<file path="config.mk">
export PLATFORM = sky130hd
export DESIGN_NAME = sso_top
export DESIGN_NICKNAME = d
export VERILOG_FILES = /design/src/rtl/sso_pkg.sv /design/src/rtl/sso_out_sel.sv /design/src/rtl/sso_top.sv
export SDC_FILE = /design/constraint.sdc
export NUM_CORES = 1
export LEC_CHECK = 0
export BUFFER_PORTS_ARGS = -buffer_cell sky130_fd_sc_hd__buf_4
export CORE_MARGIN = 3
export CORE_UTILIZATION = 50
export DETAILED_ROUTE_END_ITERATION = 8
export GPL_TIMING_DRIVEN = 0
export PLACE_DENSITY_LB_ADDON = 0.12
export SETUP_SLACK_MARGIN = 0.15
export SYNTH_ARGS = -nofsm -noshare
export SYNTH_HDL_FRONTEND = slang
export SYNTH_SLANG_ARGS = --single-unit
</file>
<file path="constraint.sdc">
create_clock -name clk -period 7.2 [get_ports clk]
set_input_delay 0.36 -clock clk [delete_from_list [all_inputs] [get_ports clk]]
set_output_delay 0.36 -clock clk [all_outputs]
set_load 0.01 [all_outputs]
</file>
<file path="src/rtl/sso_pkg.sv">
package sso_pkg;

    // ----------------------------------------------------------------
    // widths and sizes
    // ----------------------------------------------------------------
    localparam int VAL_W   = 16;
    localparam int FN_W    = 4;
    localparam int NUM_FN  = 13;
    localparam int CODE_W  = 6;
    localparam int NUM_DO  = 4;
    localparam int CNT_W   = 16;

    // ----------------------------------------------------------------
    // output function codes
    // ----------------------------------------------------------------
    localparam logic [FN_W-1:0] FN_FORCE_OFF     = 4'h0;
    localparam logic [FN_W-1:0] FN_FORCE_ON      = 4'h1;
    localparam logic [FN_W-1:0] FN_READY         = 4'h2;
    localparam logic [FN_W-1:0] FN_ALARM         = 4'h3;
    localparam logic [FN_W-1:0] FN_ZERO_SPEED    = 4'h4;
    localparam logic [FN_W-1:0] FN_POS_ARRIVE    = 4'h5;
    localparam logic [FN_W-1:0] FN_SPEED_ARRIVE  = 4'h6;
    localparam logic [FN_W-1:0] FN_TORQUE_ARRIVE = 4'h7;
    localparam logic [FN_W-1:0] FN_BRAKE         = 4'h8;
    localparam logic [FN_W-1:0] FN_RUNNING       = 4'h9;
    localparam logic [FN_W-1:0] FN_NEAR_POS      = 4'ha;
    localparam logic [FN_W-1:0] FN_TORQUE_LIM    = 4'hb;
    localparam logic [FN_W-1:0] FN_SPEED_LIM     = 4'hc;

    // ----------------------------------------------------------------
    // alarm codes
    // ----------------------------------------------------------------
    localparam logic [CODE_W-1:0] ALM_NONE      = 6'h00;
    localparam logic [CODE_W-1:0] ALM_OVERSPEED = 6'h01;
    localparam logic [CODE_W-1:0] ALM_POS_DEV   = 6'h04;
    localparam logic [CODE_W-1:0] ALM_CMD_FREQ  = 6'h05;
    localparam logic [CODE_W-1:0] ALM_TRAVEL    = 6'h07;
    localparam logic [CODE_W-1:0] ALM_ENC_ABZ   = 6'h09;
    localparam logic [CODE_W-1:0] ALM_USER_LOAD = 6'h1d;
    localparam logic [CODE_W-1:0] ALM_Z_LOST    = 6'h1e;
    localparam logic [CODE_W-1:0] ALM_UVW_CODE  = 6'h20;

    // ----------------------------------------------------------------
    // timing
    // ----------------------------------------------------------------
    localparam int CLK_HZ       = 40_000_000;
    localparam int TICK_US      = 1000;
    localparam int TICK_CYC     = CLK_HZ / 1_000_000 * TICK_US;
    localparam int Z_LOST_EDGES = 10000;

    // ----------------------------------------------------------------
    // synchroniser bit positions
    // ----------------------------------------------------------------
    localparam int SYNC_W  = 10;
    localparam int S_PWR   = 0;
    localparam int S_A     = 1;
    localparam int S_B     = 2;
    localparam int S_Z     = 3;
    localparam int S_U     = 4;
    localparam int S_V     = 5;
    localparam int S_W     = 6;
    localparam int S_CW    = 7;
    localparam int S_CCW   = 8;
    localparam int S_PULSE = 9;

    // ----------------------------------------------------------------
    // reset values
    // ----------------------------------------------------------------
    localparam logic [SYNC_W-1:0] SYNC_RST = 10'h000;
    localparam logic [CNT_W-1:0]  CNT_RST  = 16'h0000;
    localparam logic [1:0]        SYNC_AGE_RST  = 2'h0;
    localparam logic [1:0]        SYNC_AGE_FULL = 2'h3;

    // ----------------------------------------------------------------
    // carriers
    // ----------------------------------------------------------------
    typedef struct packed {
        logic signed [VAL_W-1:0] speed;
        logic signed [VAL_W-1:0] torque;
        logic signed [VAL_W-1:0] pos_dev;
    } sso_meas_t;

    typedef struct packed {
        logic [VAL_W-1:0] zero_speed;
        logic [VAL_W-1:0] pos_arrive;
        logic [VAL_W-1:0] pos_near;
        logic [VAL_W-1:0] speed_target;
        logic [VAL_W-1:0] torque_target;
        logic [VAL_W-1:0] torque_limit;
        logic [VAL_W-1:0] speed_limit;
        logic [VAL_W-1:0] speed_max;
        logic [VAL_W-1:0] pos_tol;
        logic [VAL_W-1:0] load_level;
        logic [VAL_W-1:0] load_ms;
        logic [VAL_W-1:0] cmd_max_per_ms;
    } sso_cfg_t;

    typedef enum logic [0:0] {
        ST_CLEAR = 1'b0,
        ST_FAULT = 1'b1
    } sso_alm_state_t;

    function automatic logic [VAL_W-1:0] sso_abs(input logic signed [VAL_W-1:0] v);
        sso_abs = v[VAL_W-1] ? VAL_W'(-v) : VAL_W'(v);
    endfunction

endpackage

</file>
<file path="src/rtl/sso_out_sel.sv">
`timescale 1ns/1ps
module sso_out_sel #(
    parameter int FN_W   = 4,
    parameter int NUM_FN = 13
) (
    input  wire logic              clk,
    input  wire logic              sys_rst,
    input  wire logic [FN_W-1:0]   func_sel,
    input  wire logic [NUM_FN-1:0] func_vec,
    output logic                   pin_out
);
    // ----------------------------------------------------------------
    // function selection
    // ----------------------------------------------------------------
    wire sel_valid;
    wire next_pin_out;

    assign sel_valid    = (32'(func_sel) < NUM_FN);
    // out-of-range codes behave as forced off
    assign next_pin_out = sel_valid ? func_vec[func_sel] : 1'b0;

    always_ff @(posedge clk or posedge sys_rst) begin
        if (sys_rst) begin
            pin_out <= 1'b0;
        end else begin
            pin_out <= next_pin_out;
        end
    end
endmodule

</file>
<file path="src/rtl/sso_top.sv">
`timescale 1ns/1ps
module sso_top #(
    parameter int NUM_DO       = sso_pkg::NUM_DO,
    parameter int TICK_CYC     = sso_pkg::TICK_CYC,
    parameter int Z_LOST_EDGES = sso_pkg::Z_LOST_EDGES
) (
    input  wire logic                                  clk,
    input  wire logic                                  sys_rst,
    input  wire sso_pkg::sso_meas_t                    meas,
    input  wire sso_pkg::sso_cfg_t                     cfg,
    input  wire logic [NUM_DO*sso_pkg::FN_W-1:0]       do_func,
    input  wire logic                                  servo_enable,
    input  wire logic                                  pos_mode,
    input  wire logic                                  alarm_clear,
    input  wire logic                                  main_power_ok_in,
    input  wire logic                                  enc_a_in,
    input  wire logic                                  enc_b_in,
    input  wire logic                                  enc_z_in,
    input  wire logic                                  enc_u_in,
    input  wire logic                                  enc_v_in,
    input  wire logic                                  enc_w_in,
    input  wire logic                                  cw_travel_limit_in,
    input  wire logic                                  ccw_travel_limit_in,
    input  wire logic                                  cmd_pulse_in,
    output logic [NUM_DO-1:0]                          do_out,
    output logic [sso_pkg::CODE_W-1:0]                 alarm_code,
    output logic                                       alarm_flag,
    output logic                                       servo_ready_flag,
    output logic                                       zero_speed_flag,
    output logic                                       position_arrive_flag,
    output logic                                       near_position_flag,
    output logic                                       speed_arrive_flag,
    output logic                                       torque_arrive_flag,
    output logic                                       brake_release_out,
    output logic                                       running_flag,
    output logic                                       torque_limited_flag,
    output logic                                       speed_limited_flag
);
    // ----------------------------------------------------------------
    // pin synchronisers
    // ----------------------------------------------------------------
    logic [sso_pkg::SYNC_W-1:0] sync_meta;
    logic [sso_pkg::SYNC_W-1:0] sync_pin;
    logic [sso_pkg::SYNC_W-1:0] sync_prev;
    wire  [sso_pkg::SYNC_W-1:0] pin_raw;
    // the ABZ and UVW fault detectors wait until every sync stage holds a real sample
    logic [1:0]                 sync_age;
    wire                        pins_valid;

    assign pin_raw = {cmd_pulse_in, ccw_travel_limit_in, cw_travel_limit_in,
                      enc_w_in, enc_v_in, enc_u_in, enc_z_in, enc_b_in,
                      enc_a_in, main_power_ok_in};
    assign pins_valid = (sync_age == sso_pkg::SYNC_AGE_FULL);

    always_ff @(posedge clk or posedge sys_rst) begin
        if (sys_rst) begin
            sync_meta <= sso_pkg::SYNC_RST;
            sync_pin  <= sso_pkg::SYNC_RST;
            sync_prev <= sso_pkg::SYNC_RST;
            sync_age  <= sso_pkg::SYNC_AGE_RST;
        end else begin
            sync_meta <= pin_raw;
            sync_pin  <= sync_meta;
            sync_prev <= sync_pin;
            sync_age  <= pins_valid ? sync_age : sync_age + 2'h1;
        end
    end

    wire pwr_ok;
    wire a_chg;
    wire b_chg;
    wire a_rise;
    wire z_rise;
    wire pulse_rise;

    assign pwr_ok     = sync_pin[sso_pkg::S_PWR];
    assign a_chg      = sync_pin[sso_pkg::S_A] ^ sync_prev[sso_pkg::S_A];
    assign b_chg      = sync_pin[sso_pkg::S_B] ^ sync_prev[sso_pkg::S_B];
    assign a_rise     = sync_pin[sso_pkg::S_A] & ~sync_prev[sso_pkg::S_A];
    assign z_rise     = sync_pin[sso_pkg::S_Z] & ~sync_prev[sso_pkg::S_Z];
    assign pulse_rise = sync_pin[sso_pkg::S_PULSE] & ~sync_prev[sso_pkg::S_PULSE];

    // ----------------------------------------------------------------
    // magnitudes
    // ----------------------------------------------------------------
    wire [sso_pkg::VAL_W-1:0] speed_mag;
    wire [sso_pkg::VAL_W-1:0] torque_mag;
    wire [sso_pkg::VAL_W-1:0] dev_mag;

    assign speed_mag  = sso_pkg::sso_abs(meas.speed);
    assign torque_mag = sso_pkg::sso_abs(meas.torque);
    assign dev_mag    = sso_pkg::sso_abs(meas.pos_dev);

    // ----------------------------------------------------------------
    // millisecond tick
    // ----------------------------------------------------------------
    logic [31:0] tick_cnt;
    wire         tick;

    assign tick = (tick_cnt == 32'(TICK_CYC - 1));

    always_ff @(posedge clk or posedge sys_rst) begin
        if (sys_rst) begin
            tick_cnt <= 32'h0000_0000;
        end else begin
            tick_cnt <= tick ? 32'h0000_0000 : tick_cnt + 32'h0000_0001;
        end
    end

    // ----------------------------------------------------------------
    // command pulse rate per tick window
    // ----------------------------------------------------------------
    logic [sso_pkg::CNT_W-1:0] pulse_cnt;
    wire                       pulse_sat;

    assign pulse_sat = &pulse_cnt;

    always_ff @(posedge clk or posedge sys_rst) begin
        if (sys_rst) begin
            pulse_cnt <= sso_pkg::CNT_RST;
        end else if (tick) begin
            pulse_cnt <= sso_pkg::CNT_RST;
        end else if (pulse_rise && !pulse_sat) begin
            pulse_cnt <= pulse_cnt + 16'h0001;
        end
    end

    // ----------------------------------------------------------------
    // user overload timer
    // ----------------------------------------------------------------
    logic [sso_pkg::CNT_W-1:0] load_cnt;
    wire                       load_high;

    assign load_high = (torque_mag > cfg.load_level);

    always_ff @(posedge clk or posedge sys_rst) begin
        if (sys_rst) begin
            load_cnt <= sso_pkg::CNT_RST;
        end else if (!load_high) begin
            load_cnt <= sso_pkg::CNT_RST;
        end else if (tick && !(&load_cnt)) begin
            load_cnt <= load_cnt + 16'h0001;
        end
    end

    // ----------------------------------------------------------------
    // index pulse watch: a edges counted since last index
    // ----------------------------------------------------------------
    logic [31:0] z_gap_cnt;
    wire         z_gap_full;

    assign z_gap_full = (z_gap_cnt >= 32'(Z_LOST_EDGES));

    always_ff @(posedge clk or posedge sys_rst) begin
        if (sys_rst) begin
            z_gap_cnt <= 32'h0000_0000;
        end else if (z_rise) begin
            z_gap_cnt <= 32'h0000_0000;
        end else if (a_rise && !z_gap_full) begin
            z_gap_cnt <= z_gap_cnt + 32'h0000_0001;
        end
    end

    // ----------------------------------------------------------------
    // fault detectors
    // ----------------------------------------------------------------
    wire det_overspeed;
    wire det_pos_dev;
    wire det_cmd_freq;
    wire det_travel;
    wire det_enc_abz;
    wire det_user_load;
    wire det_z_lost;
    wire det_uvw;
    wire uvw_all0;
    wire uvw_all1;
    wire any_det;

    assign det_overspeed = (speed_mag > cfg.speed_max);
    assign det_pos_dev   = pos_mode && (dev_mag > cfg.pos_tol);
    assign det_cmd_freq  = (pulse_cnt > cfg.cmd_max_per_ms);
    // both limits asserted at once cannot be a real travel position
    assign det_travel    = sync_pin[sso_pkg::S_CW] & sync_pin[sso_pkg::S_CCW];
    // both quadrature lines flipping in one sample is a lost state
    assign det_enc_abz   = pins_valid & a_chg & b_chg;
    assign det_user_load = load_high && (load_cnt > cfg.load_ms);
    assign det_z_lost    = z_gap_full;
    assign uvw_all0      = ~|sync_pin[sso_pkg::S_W:sso_pkg::S_U];
    assign uvw_all1      = &sync_pin[sso_pkg::S_W:sso_pkg::S_U];
    assign det_uvw       = pins_valid & (uvw_all0 | uvw_all1);

    assign any_det = det_overspeed | det_pos_dev | det_cmd_freq | det_travel |
                     det_enc_abz | det_user_load | det_z_lost | det_uvw;

    // lowest code wins when several faults hit together
    wire [sso_pkg::CODE_W-1:0] pick_code;

    assign pick_code =
        det_overspeed ? sso_pkg::ALM_OVERSPEED :
        det_pos_dev   ? sso_pkg::ALM_POS_DEV   :
        det_cmd_freq  ? sso_pkg::ALM_CMD_FREQ  :
        det_travel    ? sso_pkg::ALM_TRAVEL    :
        det_enc_abz   ? sso_pkg::ALM_ENC_ABZ   :
        det_user_load ? sso_pkg::ALM_USER_LOAD :
        det_z_lost    ? sso_pkg::ALM_Z_LOST    :
        det_uvw       ? sso_pkg::ALM_UVW_CODE  :
                        sso_pkg::ALM_NONE;

    // ----------------------------------------------------------------
    // alarm latch
    // ----------------------------------------------------------------
    sso_pkg::sso_alm_state_t   alm_state;
    sso_pkg::sso_alm_state_t   next_alm_state;
    logic [sso_pkg::CODE_W-1:0] next_alarm_code;

    always_comb begin
        next_alm_state  = alm_state;
        next_alarm_code = alarm_code;
        case (alm_state)
            sso_pkg::ST_CLEAR: begin
                if (any_det) begin
                    next_alm_state  = sso_pkg::ST_FAULT;
                    next_alarm_code = pick_code;
                end
            end
            sso_pkg::ST_FAULT: begin
                // clear is refused while a cause still stands
                if (alarm_clear && !any_det) begin
                    next_alm_state  = sso_pkg::ST_CLEAR;
                    next_alarm_code = sso_pkg::ALM_NONE;
                end
            end
            default: begin
                next_alm_state  = sso_pkg::ST_CLEAR;
                next_alarm_code = sso_pkg::ALM_NONE;
            end
        endcase
    end

    always_ff @(posedge clk or posedge sys_rst) begin
        if (sys_rst) begin
            alm_state  <= sso_pkg::ST_CLEAR;
            alarm_code <= sso_pkg::ALM_NONE;
        end else begin
            alm_state  <= next_alm_state;
            alarm_code <= next_alarm_code;
        end
    end

    // ----------------------------------------------------------------
    // status flags
    // ----------------------------------------------------------------
    wire next_alarm;
    wire next_ready;
    wire next_zero_speed;
    wire next_pos_arrive;
    wire next_near_pos;
    wire next_speed_arrive;
    wire next_torque_arrive;
    wire next_running;
    wire next_brake;
    wire next_torque_lim;
    wire next_speed_lim;

    // taken from the next latch state so ready and alarm move with it
    assign next_alarm         = (next_alm_state == sso_pkg::ST_FAULT);
    assign next_ready         = pwr_ok && !next_alarm;
    assign next_zero_speed    = (speed_mag < cfg.zero_speed);
    assign next_pos_arrive    = pos_mode && (dev_mag < cfg.pos_arrive);
    assign next_near_pos      = pos_mode && (dev_mag < cfg.pos_near);
    assign next_speed_arrive  = (speed_mag > cfg.speed_target);
    assign next_torque_arrive = (torque_mag > cfg.torque_target);
    assign next_running       = servo_enable && next_ready;
    // brake is released only while the motor is energised
    assign next_brake         = next_running;
    assign next_torque_lim    = (torque_mag >= cfg.torque_limit);
    assign next_speed_lim     = (speed_mag >= cfg.speed_limit);

    always_ff @(posedge clk or posedge sys_rst) begin
        if (sys_rst) begin
            alarm_flag           <= 1'b0;
            servo_ready_flag     <= 1'b0;
            zero_speed_flag      <= 1'b0;
            position_arrive_flag <= 1'b0;
            near_position_flag   <= 1'b0;
            speed_arrive_flag    <= 1'b0;
            torque_arrive_flag   <= 1'b0;
            running_flag         <= 1'b0;
            brake_release_out    <= 1'b0;
            torque_limited_flag  <= 1'b0;
            speed_limited_flag   <= 1'b0;
        end else begin
            alarm_flag           <= next_alarm;
            servo_ready_flag     <= next_ready;
            zero_speed_flag      <= next_zero_speed;
            position_arrive_flag <= next_pos_arrive;
            near_position_flag   <= next_near_pos;
            speed_arrive_flag    <= next_speed_arrive;
            torque_arrive_flag   <= next_torque_arrive;
            running_flag         <= next_running;
            brake_release_out    <= next_brake;
            torque_limited_flag  <= next_torque_lim;
            speed_limited_flag   <= next_speed_lim;
        end
    end

    // ----------------------------------------------------------------
    // function vector indexed by function code
    // ----------------------------------------------------------------
    logic [sso_pkg::NUM_FN-1:0] func_vec;

    always_comb begin
        func_vec                                = '0;
        func_vec[sso_pkg::FN_FORCE_OFF]     = 1'b0;
        func_vec[sso_pkg::FN_FORCE_ON]      = 1'b1;
        func_vec[sso_pkg::FN_READY]         = servo_ready_flag;
        func_vec[sso_pkg::FN_ALARM]         = alarm_flag;
        func_vec[sso_pkg::FN_ZERO_SPEED]    = zero_speed_flag;
        func_vec[sso_pkg::FN_POS_ARRIVE]    = position_arrive_flag;
        func_vec[sso_pkg::FN_SPEED_ARRIVE]  = speed_arrive_flag;
        func_vec[sso_pkg::FN_TORQUE_ARRIVE] = torque_arrive_flag;
        func_vec[sso_pkg::FN_BRAKE]         = brake_release_out;
        func_vec[sso_pkg::FN_RUNNING]       = running_flag;
        func_vec[sso_pkg::FN_NEAR_POS]      = near_position_flag;
        func_vec[sso_pkg::FN_TORQUE_LIM]    = torque_limited_flag;
        func_vec[sso_pkg::FN_SPEED_LIM]     = speed_limited_flag;
    end

    // ----------------------------------------------------------------
    // output pins, one selector each
    // ----------------------------------------------------------------
    genvar gi;
    generate
        for (gi = 0; gi < NUM_DO; gi = gi + 1) begin : g_do
            sso_out_sel #(
                .FN_W   (sso_pkg::FN_W),
                .NUM_FN (sso_pkg::NUM_FN)
            ) u_sel (
                .clk      (clk),
                .sys_rst  (sys_rst),
                .func_sel (do_func[gi*sso_pkg::FN_W +: sso_pkg::FN_W]),
                .func_vec (func_vec),
                .pin_out  (do_out[gi])
            );
        end
    endgenerate

endmodule
</file>
## Word level (Yosys, flattened, before mapping)

Index checks and enable logic that the tools add are counted.
W data, S select, Z words.

- Add/subtract/negate cells: 8
- $lt $le $gt $ge: 21
- Equality and inequality tests: 5
- Multiplexer cells: 36
- Bitwise gates (word level): 21
- Reduce and logical (&&, ||, !) cells: 23

Operator list:

| kind | count |
|---|---|
| $gt A16 B16 Y1 | 7 |
| $mux W16 | 7 |
| $mux W32 | 3 |
| $add A32 B1 Y32 const B | 2 |
| $mux W6 | 10 |
| $lt A16 B16 Y1 | 3 |
| $neg A16 Y16 | 3 |
| $add A16 B1 Y16 const B | 2 |
| $eq A32 B16 Y1 const B | 1 |
| $ge A16 B16 Y1 | 2 |
| $ge A32 B14 Y1 const B | 1 |
| $reduce_and A16 Y1 | 2 |
| $lt A4 B5 Y1 const B | 4 |
| $bmux W1 S4 | 4 |
| $lt A4 B4 Y1 const B | 4 |
| $pmux W6 S2 | 1 |
| $logic_and A1 B1 Y1 | 10 |
| $mux W1 | 10 |
| $or A1 B1 Y1 | 8 |
| $and A1 B1 Y1 | 7 |
| $logic_not A1 Y1 | 6 |
| $ne A2 B1 Y1 const B | 2 |
| $not A1 Y1 | 4 |
| $reduce_bool A2 Y1 | 2 |
| 8 further kinds | 9 |

- Flip-flop bits (word level): 148
- Output and inout bits: 21

## Depth between registers and ports, before layout

Gate-level depths: netlist of the first run.

- Depth in word-level cells: 18
- Gate-level depth with buffers: 17

## Hierarchy

Synthesis of the first run repeated with hierarchy kept, for this count alone.

- Cell total of the unflattened synthesis: 1376
- Area, all modules: 12102.9 um^2

Modules (own cells, without submodules):

| module | instances | cells an instance | area each (um^2) | sequential area each (um^2) |
|---|---|---|---|---|
| sso_top | 1 | 1320 | 11432.2 | 3453.3 |
| sso_out_sel | 4 | 14 | 167.7 | 25.0 |

## Worst setup path after synthesis of the first run

OpenSTA, ideal clock, no wires.

- Path type: input-to-reg
- Start: input meas[7] (netlist name)
- End: register alarm_code[0] (netlist name)
- Setup time: 95 ps
- Arrival: 3888 ps
- Setup slack: 3217 ps
- Cell stages on the path: 13
- Buffers on the path: 1
- Cells stage by stage: or4_1 > or4_1 > o31ai_1 > xnor2_1 > ha_1 > nand4_1 > or4_4 > o21ai_2 > a31oi_1 > or3_1 > buf_2 > o31a_1 > o31ai_1

- Cells in the longest elaborated chain, start to end: 15
- Elaborated cells on any way between the ends: 20
- Classes of those cells: add/sub (1); order compare (1); eq/ne (2); mux (5); bitwise (7); reduce/logical (4)

Ends and longest elaborated chain:

| what | line | source |
|---|---|---|
| start, declared | sso_top.sv:9 | `input wire sso_pkg::sso_meas_t meas,` |
| $neg A16 Y16 | sso_pkg.sv:104 | `sso_abs = v[VAL_W-1] ? VAL_W'(-v) : VAL_W'(v);` |
| $mux W16 (*) | sso_pkg.sv:104 |  |
| $gt A16 B16 Y1 (*) | sso_top.sv:180 | `assign det_pos_dev = pos_mode && (dev_mag > cfg.pos_tol);` |
| $logic_and A1 B1 Y1 (*) | sso_top.sv:180 |  |
| $or A1 B1 Y1 (4 in series) | sso_top.sv:192 | `assign any_det = det_overspeed \| det_pos_dev \| det_cmd_freq \| det_travel \|` |
| $or A1 B1 Y1 (3 in series) | sso_top.sv:193 | `det_enc_abz \| det_user_load \| det_z_lost \| det_uvw;` |
| $logic_not A1 Y1 | sso_top.sv:228 | `if (alarm_clear && !any_det) begin` |
| $logic_and A1 B1 Y1 | sso_top.sv:228 |  |
| $ne A2 B1 Y1 (no source line) | - |  |
| $reduce_and A2 Y1 (no source line) | - |  |
| end signal, assigned | sso_top.sv:243 | `alarm_code <= sso_pkg::ALM_NONE;` |
| end signal, assigned | sso_top.sv:246 | `alarm_code <= next_alarm_code;` |
| end, declared | sso_top.sv:26 | `output logic [sso_pkg::CODE_W-1:0] alarm_code,` |

Mark *: on every way between the ends. The rest lies on a longest branch, timed or not. The select of a mux whose other input is x is not followed.
A chain may end at the register's enable or synchronous reset.

## Worst setup path in the final report of the first run

- Start: input meas[19] (netlist name)
- End: register alarm_code[0] (netlist name)

- Cells in the longest elaborated chain, start to end: 12
- Elaborated cells on any way between the ends: 20
- Classes of those cells: add/sub (1); order compare (1); eq/ne (2); mux (9); bitwise (3); reduce/logical (4)

Ends and longest elaborated chain:

| what | line | source |
|---|---|---|
| $neg A16 Y16 | sso_pkg.sv:104 |  |
| $mux W16 (*) | sso_pkg.sv:104 |  |
| $gt A16 B16 Y1 (*) | sso_top.sv:134 | `assign load_high = (torque_mag > cfg.load_level);` |
| $logic_and A1 B1 Y1 (*) | sso_top.sv:186 | `assign det_user_load = load_high && (load_cnt > cfg.load_ms);` |
| $mux W6 | sso_top.sv:204 | `det_user_load ? sso_pkg::ALM_USER_LOAD :` |
| $mux W6 | sso_top.sv:203 | `det_enc_abz ? sso_pkg::ALM_ENC_ABZ :` |
| $mux W6 | sso_top.sv:202 | `det_travel ? sso_pkg::ALM_TRAVEL :` |
| $mux W6 | sso_top.sv:201 | `det_cmd_freq ? sso_pkg::ALM_CMD_FREQ :` |
| $mux W6 | sso_top.sv:200 | `det_pos_dev ? sso_pkg::ALM_POS_DEV :` |
| $mux W6 | sso_top.sv:199 | `det_overspeed ? sso_pkg::ALM_OVERSPEED :` |
| $mux W6 | sso_top.sv:221 | `if (any_det) begin` |
| $pmux W6 S2 | sso_top.sv:219 | `case (alm_state)` |

Marks and branches as above.

==> results of run 1 <==
## cells by family after synthesis
kind of cell | share of synthesized area (%)
xor+xnor | 7.627
simple gates | 18.58
compound gates | 14.25
buf+inv | 7.931
flops | 29.75
fa+ha+maj | 20.85
mux | 1.016
## cells in the mapped netlist, types with 2 or more instances
master,instances
mux2i_1,11
nor3_1,29
nor2b_1,19
nand2_1,72
nor4bb_1,3
and3_1,22
a31oi_1,7
nand3b_1,5
o211ai_1,5
a211o_1,3
and2_1,9
and4_1,12
xnor2_1,69
o41ai_1,6
ha_1,199
clkbuf_1,20
o311ai_0,4
o21a_1,10
nand2b_1,19
or2_2,2
o21ai_0,44
a21boi_0,2
nor2_1,95
o221ai_1,5
nand4_1,52
or3_1,18
a21oi_1,75
inv_1,221
buf_4,5
o31a_1,2
o31ai_1,26
a2111oi_0,3
a211oi_1,7
nor4_1,14
a41oi_1,2
or4_1,3
xor2_1,35
dfrtp_1,142
nand3_1,43
nor4b_1,2
a21o_1,48
## how the worst max path moves through the flow
| stage | from | end | slack [ns] | depth (start not counted) |
|---|---|---|---|---|
| CTS | meas[19] | alarm_code[0] | 2.79 | 13 |
| global placement | sys_rst | load_cnt[13] | 1.40 | 2 |
| floorplan | sys_rst | alarm_code[0] | 3.03 | 1 |
| global route | meas[19] | alarm_code[0] | 2.49 | 13 |
| detailed placement | meas[19] | alarm_code[1] | 2.35 | 13 |
| finish | meas[19] | alarm_code[0] | 2.85 | 13 |
## final cells by class
cell class | instances | area, sq um | area share (%)
Multi-Input combinational cell | 998 | 7442 | 49.28
Sequential cell | 142 | 3553 | 23.53
Timing Repair Buffer | 288 | 2182 | 14.45
Inverter | 221 | 834.6 | 5.527
Clock buffer | 19 | 442.9 | 2.933
Tap cell | 313 | 391.6 | 2.593
Clock inverter | 12 | 136.4 | 0.9031
Buffer | 26 | 117.6 | 0.7789
## per-stage QoR
| step | instance area, sq um | power [uW] | cells |
|---|---|---|---|
| 5_1_grt | 15100 | 2561 | 2019 |
| 2_1_floorplan | 11940 | 1276 | 1387 |
| 3_3_place_gp | 14490 | 1533 | 1987 |
| 4_1_cts | 15100 | 2427 | 2019 |
| 3_5_place_dp | 14520 | 1557 | 1988 |
| 6_report | 15100 | 2402 | 2019 |
## layer usage
metal  global-route usage, %  wire, um  part of all wire [%]
met1                   30.25     13540                    42
met5                       0        13                 0.040
met4                   9.349      1161                   3.6
met3                   5.623      1950                   6.1
met2                   42.45     15450                    48
## power by group
group / leakage (uW) / switching, uW / internal, uW
Sequential: 0.00187 / 42.5 / 839
Combinational: 0.00593 / 339 / 327
Clock: 0.000276 / 336 / 519
## registers in the layout, summed over array words and instances, names as in the netlist, 2 cells and up
name,flops
tick_cnt,32
z_gap_cnt,32
load_cnt,16
pulse_cnt,16
sync_meta,10
sync_pin,10
alarm_code,6
g_do.u_sel.pin_out,4
sync_prev,4
sync_age,2
==> summary.md, run 1 <==
| Metric | Value |
|---|---|
| Outcome | `completed` |
| CP max-delay cell | `nor4bb_1` |
| Initial Util | `about half` |
| Largest net degree at the start of global routing | `slightly below 90` |
| Clock sinks | `142` |
| Most common cell after layout, fill and taps aside | `buf_4` |
| Routability cong. | `just over 0.9` |
| CTS max path bufs | `2` |
| Layout area overhead | `26.44%` |
| Drt pass-1 iters | `6` |
| First-iteration detailed-routing DRC count | `497` |
| Yosys top cell area share | `29.75%` |
| R2R Setup Slk | `4.21 ns` |
| DRT antenna net count | `0` |
| Ant. Diodes | `0` |
| Max stage delay on crit path | `around 0.77 ns` |
| Most frequent cells in the layout | `buf_4 (292), inv_1 (220), ha_1 (199), dfrtp_1 (142), nor2_1 (95)` |
| Clock buffer count from CTS | `17` |
| DP Worst Slack | `~2.4 ns` |
| Peak VDD IR | `roughly 0.00017 V` |
| Detailed-placement wirelength estimate | `26680 um` |
| Number of synthesized flops with an enable pin | `0` |
| Fin. max-slew vios | `0` |
| Worst-Margin Slew | `approximately 1.2 ns` |
| GRT Util Overall | `24.72%` |
| FILL cells | `roughly 2k` |
| Gate Count Post-Synth | `1387` |
| DRC | `0` |
| Leakage power | `0.008074 uW` |
| Post-Synthesis Cell Area | `11940 sq um` |
| Synth Register Bits | `approximately 140` |
| Yosys warns | `0` |
| Final setup margin | `~2.9 ns` |
| Die H | `about 160 um` |
| Clk root buf | `clkbuf_16` |
| Post-Route WL | `around 32000 um` |
| CP bufs+invs | `1` |
| Final Critical Period | `between 4 and 5 ns` |
| Reg2reg path depth | `9` |
| PD cells | `159.1 nW/um^2` |
| Critical Path Source Type | `input pin` |
| Critical Path End Type | `register` |
| Area of the core | `roughly 23000 sq um` |
| Worst EP arrival | `roughly 4.6 ns` |
| Required @ worst endpoint | `between 7 and 8 ns` |
| Drt wl/cell | `about 16 um` |
| Die W | `160.6 um` |
| Post-synthesis async set-or-reset flop share | `100.0%` |
| First-pass GRT wire length | `approximately 52000 um` |
| Post-synth top flop | `dfrtp_1` |
| Vias in the first global route | `between 10k and 15k` |
| Vias per std cell | `around 5.4` |
| Yosys top cell by area | `dfrtp_1` |
| Hold Path Class | `input pin to async pin` |
| Hold Fails Final Rpt | `0` |
| Io pins | `around 290` |
| Vias | `between 10k and 15k` |
| Layout Skew | `0.008629 ns` |
| Final net count | `2164` |
| Clk pin slew, worst setup/hold paths | `approximately 0.060 ns` |
| Sequential area share after synthesis | `slightly below 30%` |
| Syn avg cell area | `~8.6 sq um` |
| Clk_lat worst skew | `approximately 0.42 ns` |
| R2R Path Start | `pulse_cnt[13]` |
| Number of max-cap violations | `0` |
| Post-CTS Setup Bufs | `0` |
| Critical R2R Capture | `alarm_code[0]` |
| Layout cells sized above 1 | `19.52%` |
| Rows | `55` |
| RSZ-0062 raised after global routing | `false` |
| Number of gates resized after CTS | `0` |
| Post-synthesis cell type count | `between 50 and 60` |
| Crit path max-delay family | `simple AND/OR/NAND/NOR gates` |
| Setup_tns | `0 ns` |
| Util after Layout | `about two thirds` |
| Die area | `about 26000 sq um` |
| Max FO, Critical Path | `6` |
| Crit share post-route | `60.38%` |
| Antenna violations before repair | `1` |
| Mapped Nets | `roughly 1.9k` |
| Most frequent CP cell | `o31ai_1` |
| Critical path type | `input pin to register` |
| CP cell instances | `buf_4 -> or3_1 -> nor3_1 -> nand3_1 -> nor4bb_1 -> ha_1 -> nand4_1 -> nor4_1 -> a21boi_0 -> o31ai_1 -> o31ai_1 -> o31a_1 -> o31ai_1` |
| Setup violators final | `0` |
| H-tree depth | `4` |
| GR Overflow Total | `0` |
| Final hold slack | `approximately 0.00044 ns` |
| Hold buffers post-CTS | `0` |
| CTS tree | `yes` |
| Max-slew headroom | `between 10% and 20%` |
| PortBufs | `287` |
| Fmax | `between 200 and 250 MHz` |
| Top post-synthesis cells by area | `dfrtp_1 (30%), ha_1 (21%), inv_1 (6.9%)` |
No activity file was read; power rests on OpenSTA's default activity.
==> inputs of run 2 (changes only) <==
- clock period: 7.2 -> 4.44 ns (I/O delays scaled with it)
==> summary.md, run 2 (same netlist as run 1, synthesis figures left out) <==
| Metric | Value |
|---|---|
| Outcome | `completed (unchanged)` |
| Final instance area | `15230 sq um (was 15100 sq um)` |
| Gate power share | `27.9% (was 27.7%)` |
| Total power | `3904 uW (was 2402 uW)` |
| Fmax | `roughly 250 MHz` |
| Clock buffer count from CTS | `17 (unchanged)` |
| Max FO, Critical Path | `7 (was 6)` |
| Top Registers | `tick_cnt: 32 flops, z_gap_cnt: 32 flops (unchanged)` |
| R2R Path Start | `pulse_cnt[13] (unchanged)` |
| DRC | `0 (unchanged)` |
| Detailed-placement wirelength estimate | `26680 um (unchanged)` |
| Placed Instance Area | `14520 sq um (unchanged)` |
| Area of the core | `23050 sq um (unchanged)` |
| PD cells | `256.3 nW/um^2 (was 159.1 nW/um^2)` |
| CTS max path bufs | `2 (unchanged)` |
| Die H | `160.6 um (unchanged)` |
| FILL cells | `1941 (was 1964)` |
| Peak VDD IR | `0.0002695 V (was 0.0001679 V)` |
| Post-Route WL | `32180 um (was 32120 um)` |
| Ant. Diodes | `0 (unchanged)` |
| Rows | `55 (unchanged)` |
| Crit. Startpoint | `meas[7] (was meas[19])` |
| Critical Path Source Type | `input pin (unchanged)` |
| PortBufs | `287 (unchanged)` |
| Critical Path End Type | `register (unchanged)` |
| RSZ-0062 raised after global routing | `false (unchanged)` |
| Io pins | `292 (unchanged)` |
| Hold path cells | `2` |
| Clk pin slew, worst setup/hold paths | `0.05 ns (was 0.06 ns)` |
| Die area | `25780 sq um (unchanged)` |
| Hold Path Class | `input pin to register (was input pin to async pin)` |
| Vias per std cell | `5.387 (was 5.413)` |
| Leakage power | `0.008127 uW (was 0.008074 uW)` |
| Worst-Margin Slew | `1.201 ns (was 1.210 ns)` |
| Initial Util | `51.80% (unchanged)` |
| Vias | `10.94k (was 10.93k)` |
| Die W | `160.6 um (unchanged)` |
| Post-CTS Setup Bufs | `0 (unchanged)` |
| CTS tree | `yes (unchanged)` |
| Layout cells sized above 1 | `19.69% (was 19.52%)` |
| GRT Util Overall | `24.81% (was 24.72%)` |
| Clk_lat worst skew | `0.42 ns (about the same)` |
| Vias in the first global route | `10.99k (was 10.93k)` |
| Most common cell after layout, fill and taps aside | `buf_4 (unchanged)` |
| P_int | `2740 uW (was 1685 uW)` |
| Drt wl/cell | `15.85 um (was 15.91 um)` |
| Required @ worst endpoint | `4.75 ns (was 7.48 ns)` |
| Clock sinks | `142 (unchanged)` |
| H-tree depth | `4 (unchanged)` |
| Most frequent cells in the layout | `buf_4 (292), inv_1 (220), ha_1 (199), dfrtp_1 (142), nor2_1 (95) (unchanged)` |
| Largest net degree at the start of global routing | `89 (unchanged)` |
| Max-slew headroom | `19.35% (was 18.71%)` |
| Sequential power share | `36.6% (was 36.7%)` |
| Crit share post-route | `a little over 90%` |
| Number of max-cap violations | `0 (unchanged)` |
| Switching share of power | `29.81% (was 29.85%)` |
| Layout Skew | `0.01297 ns (was 0.008629 ns)` |
| P_sw | `1164 uW (was 717.0 uW)` |
| Clk pwr share | `35.5% (was 35.6%)` |
| Final Critical Period | `4.027 ns` |
| Hold Fails Final Rpt | `0 (unchanged)` |
| First-iteration detailed-routing DRC count | `524 (was 497)` |
| Routability cong. | `0.9359 (unchanged)` |
| DRT antenna net count | `0 (unchanged)` |
| Final net count | `2175 (was 2164)` |
| HP Start | `servo_enable` |
| Setup violators final | `0 (unchanged)` |
| Critical path type | `input pin to register (unchanged)` |
| Antenna violations before repair | `1 (unchanged)` |
| GR Overflow Total | `0 (unchanged)` |
| Layout area overhead | `27.56% (was 26.44%)` |
| Reg2reg path depth | `9 (unchanged)` |
| Drt pass-1 iters | `5 (was 6)` |
| Fin. max-slew vios | `0 (unchanged)` |
| Worst EP arrival | `4.34 ns (was 4.63 ns)` |
| First-pass GRT wire length | `52460 um (was 52230 um)` |
| Clk root buf | `clkbuf_16 (unchanged)` |
run 2: changes by cell type in the layout (fill, tap and decap cells not counted), sizes merged:
cell / change
dlygate4sd3: +11
run 2: path summary, 6_finish.rpt:
path                                 end  slack [ns]
max                        alarm_code[0]        0.41
min                         running_flag        0.09
max reg2reg                alarm_code[0]        1.44
min reg2reg                  sync_pin[0]        0.35
max in group asynchronous    load_cnt[0]        3.21
min in group asynchronous    sync_pin[9]        0.43
run 2: area by class of cell:
type / instances / area, sq um / area share, %
plain buffers: 26 / 118.9 / 0.7802
clock buffers: 19 / 442.9 / 2.907
clock inverters: 12 / 136.4 / 0.8952
inverters: 221 / 834.6 / 5.478
multi-input cells: 998 / 7465 / 49.00
flip-flops and latches: 142 / 3553 / 23.32
well taps: 313 / 391.6 / 2.571
repair buffers: 299 / 2292 / 15.05
run 2: worst max-delay path, stage by stage:
cell      delay [ns]
buf_4           0.12
or4_1           0.56
or4_1           0.54
nor4bb_1        0.61
ha_1            0.24
nand4_1         0.15
or4_4           0.45
o21ai_2         0.12
a31oi_1         0.10
or3_1           0.41
buf_2           0.16
o31a_1          0.38
o31ai_1         0.27
run 2: layer usage:
| layer | vias to the layer above | GRT usage [%] | wire length (um) |
|---|---|---|---|
| met5 | - | 0 | 13 |
| met4 | 2 | 9.349 | 1080 |
| met3 | 64 | 5.184 | 1742 |
| met2 | 316 | 42.91 | 15700 |
| met1 | 5083 | 30.41 | 13640 |
| li1 | 5470 | - | - |
run 2: timing repair:
action / 4_1_cts / 5_1_grt
endpoints found under the setup margin: 0 / 19
gates resized for setup: 0 / 6
hold endpoints to repair: 64 / 0
hold buffers: 11 / 0
run 2: power groups by stage:
stage | clock [uW] | sequential (uW) | combinational (uW)
2_1_floorplan | 0 | 1440 | 629
3_3_place_gp | 0 | 1450 | 1040
3_5_place_dp | 0 | 1450 | 1070
4_1_cts | 1420 | 1430 | 1090
5_1_grt | 1490 | 1440 | 1240
6_report | 1390 | 1430 | 1090
run 2: through the flow:
stage | hold slack (ns) | worst slack, ns | std cells | util [%] | TNS [ns]
after global placement | 0.3328 | -1.223 | 1987 | 62.85 | -174.45
final | 0.08990 | 0.4130 | 2030 | 66.08 | 0
after global routing | 0.06614 | 0.1677 | 2030 | 66.08 | 0
after detailed placement | 0.3123 | -0.2676 | 1988 | 62.99 | -4.193
after floorplan | 0.2534 | 0.4084 | 1387 | - | 0
after CTS | 0.06552 | 0.1698 | 2030 | 65.98 | 0
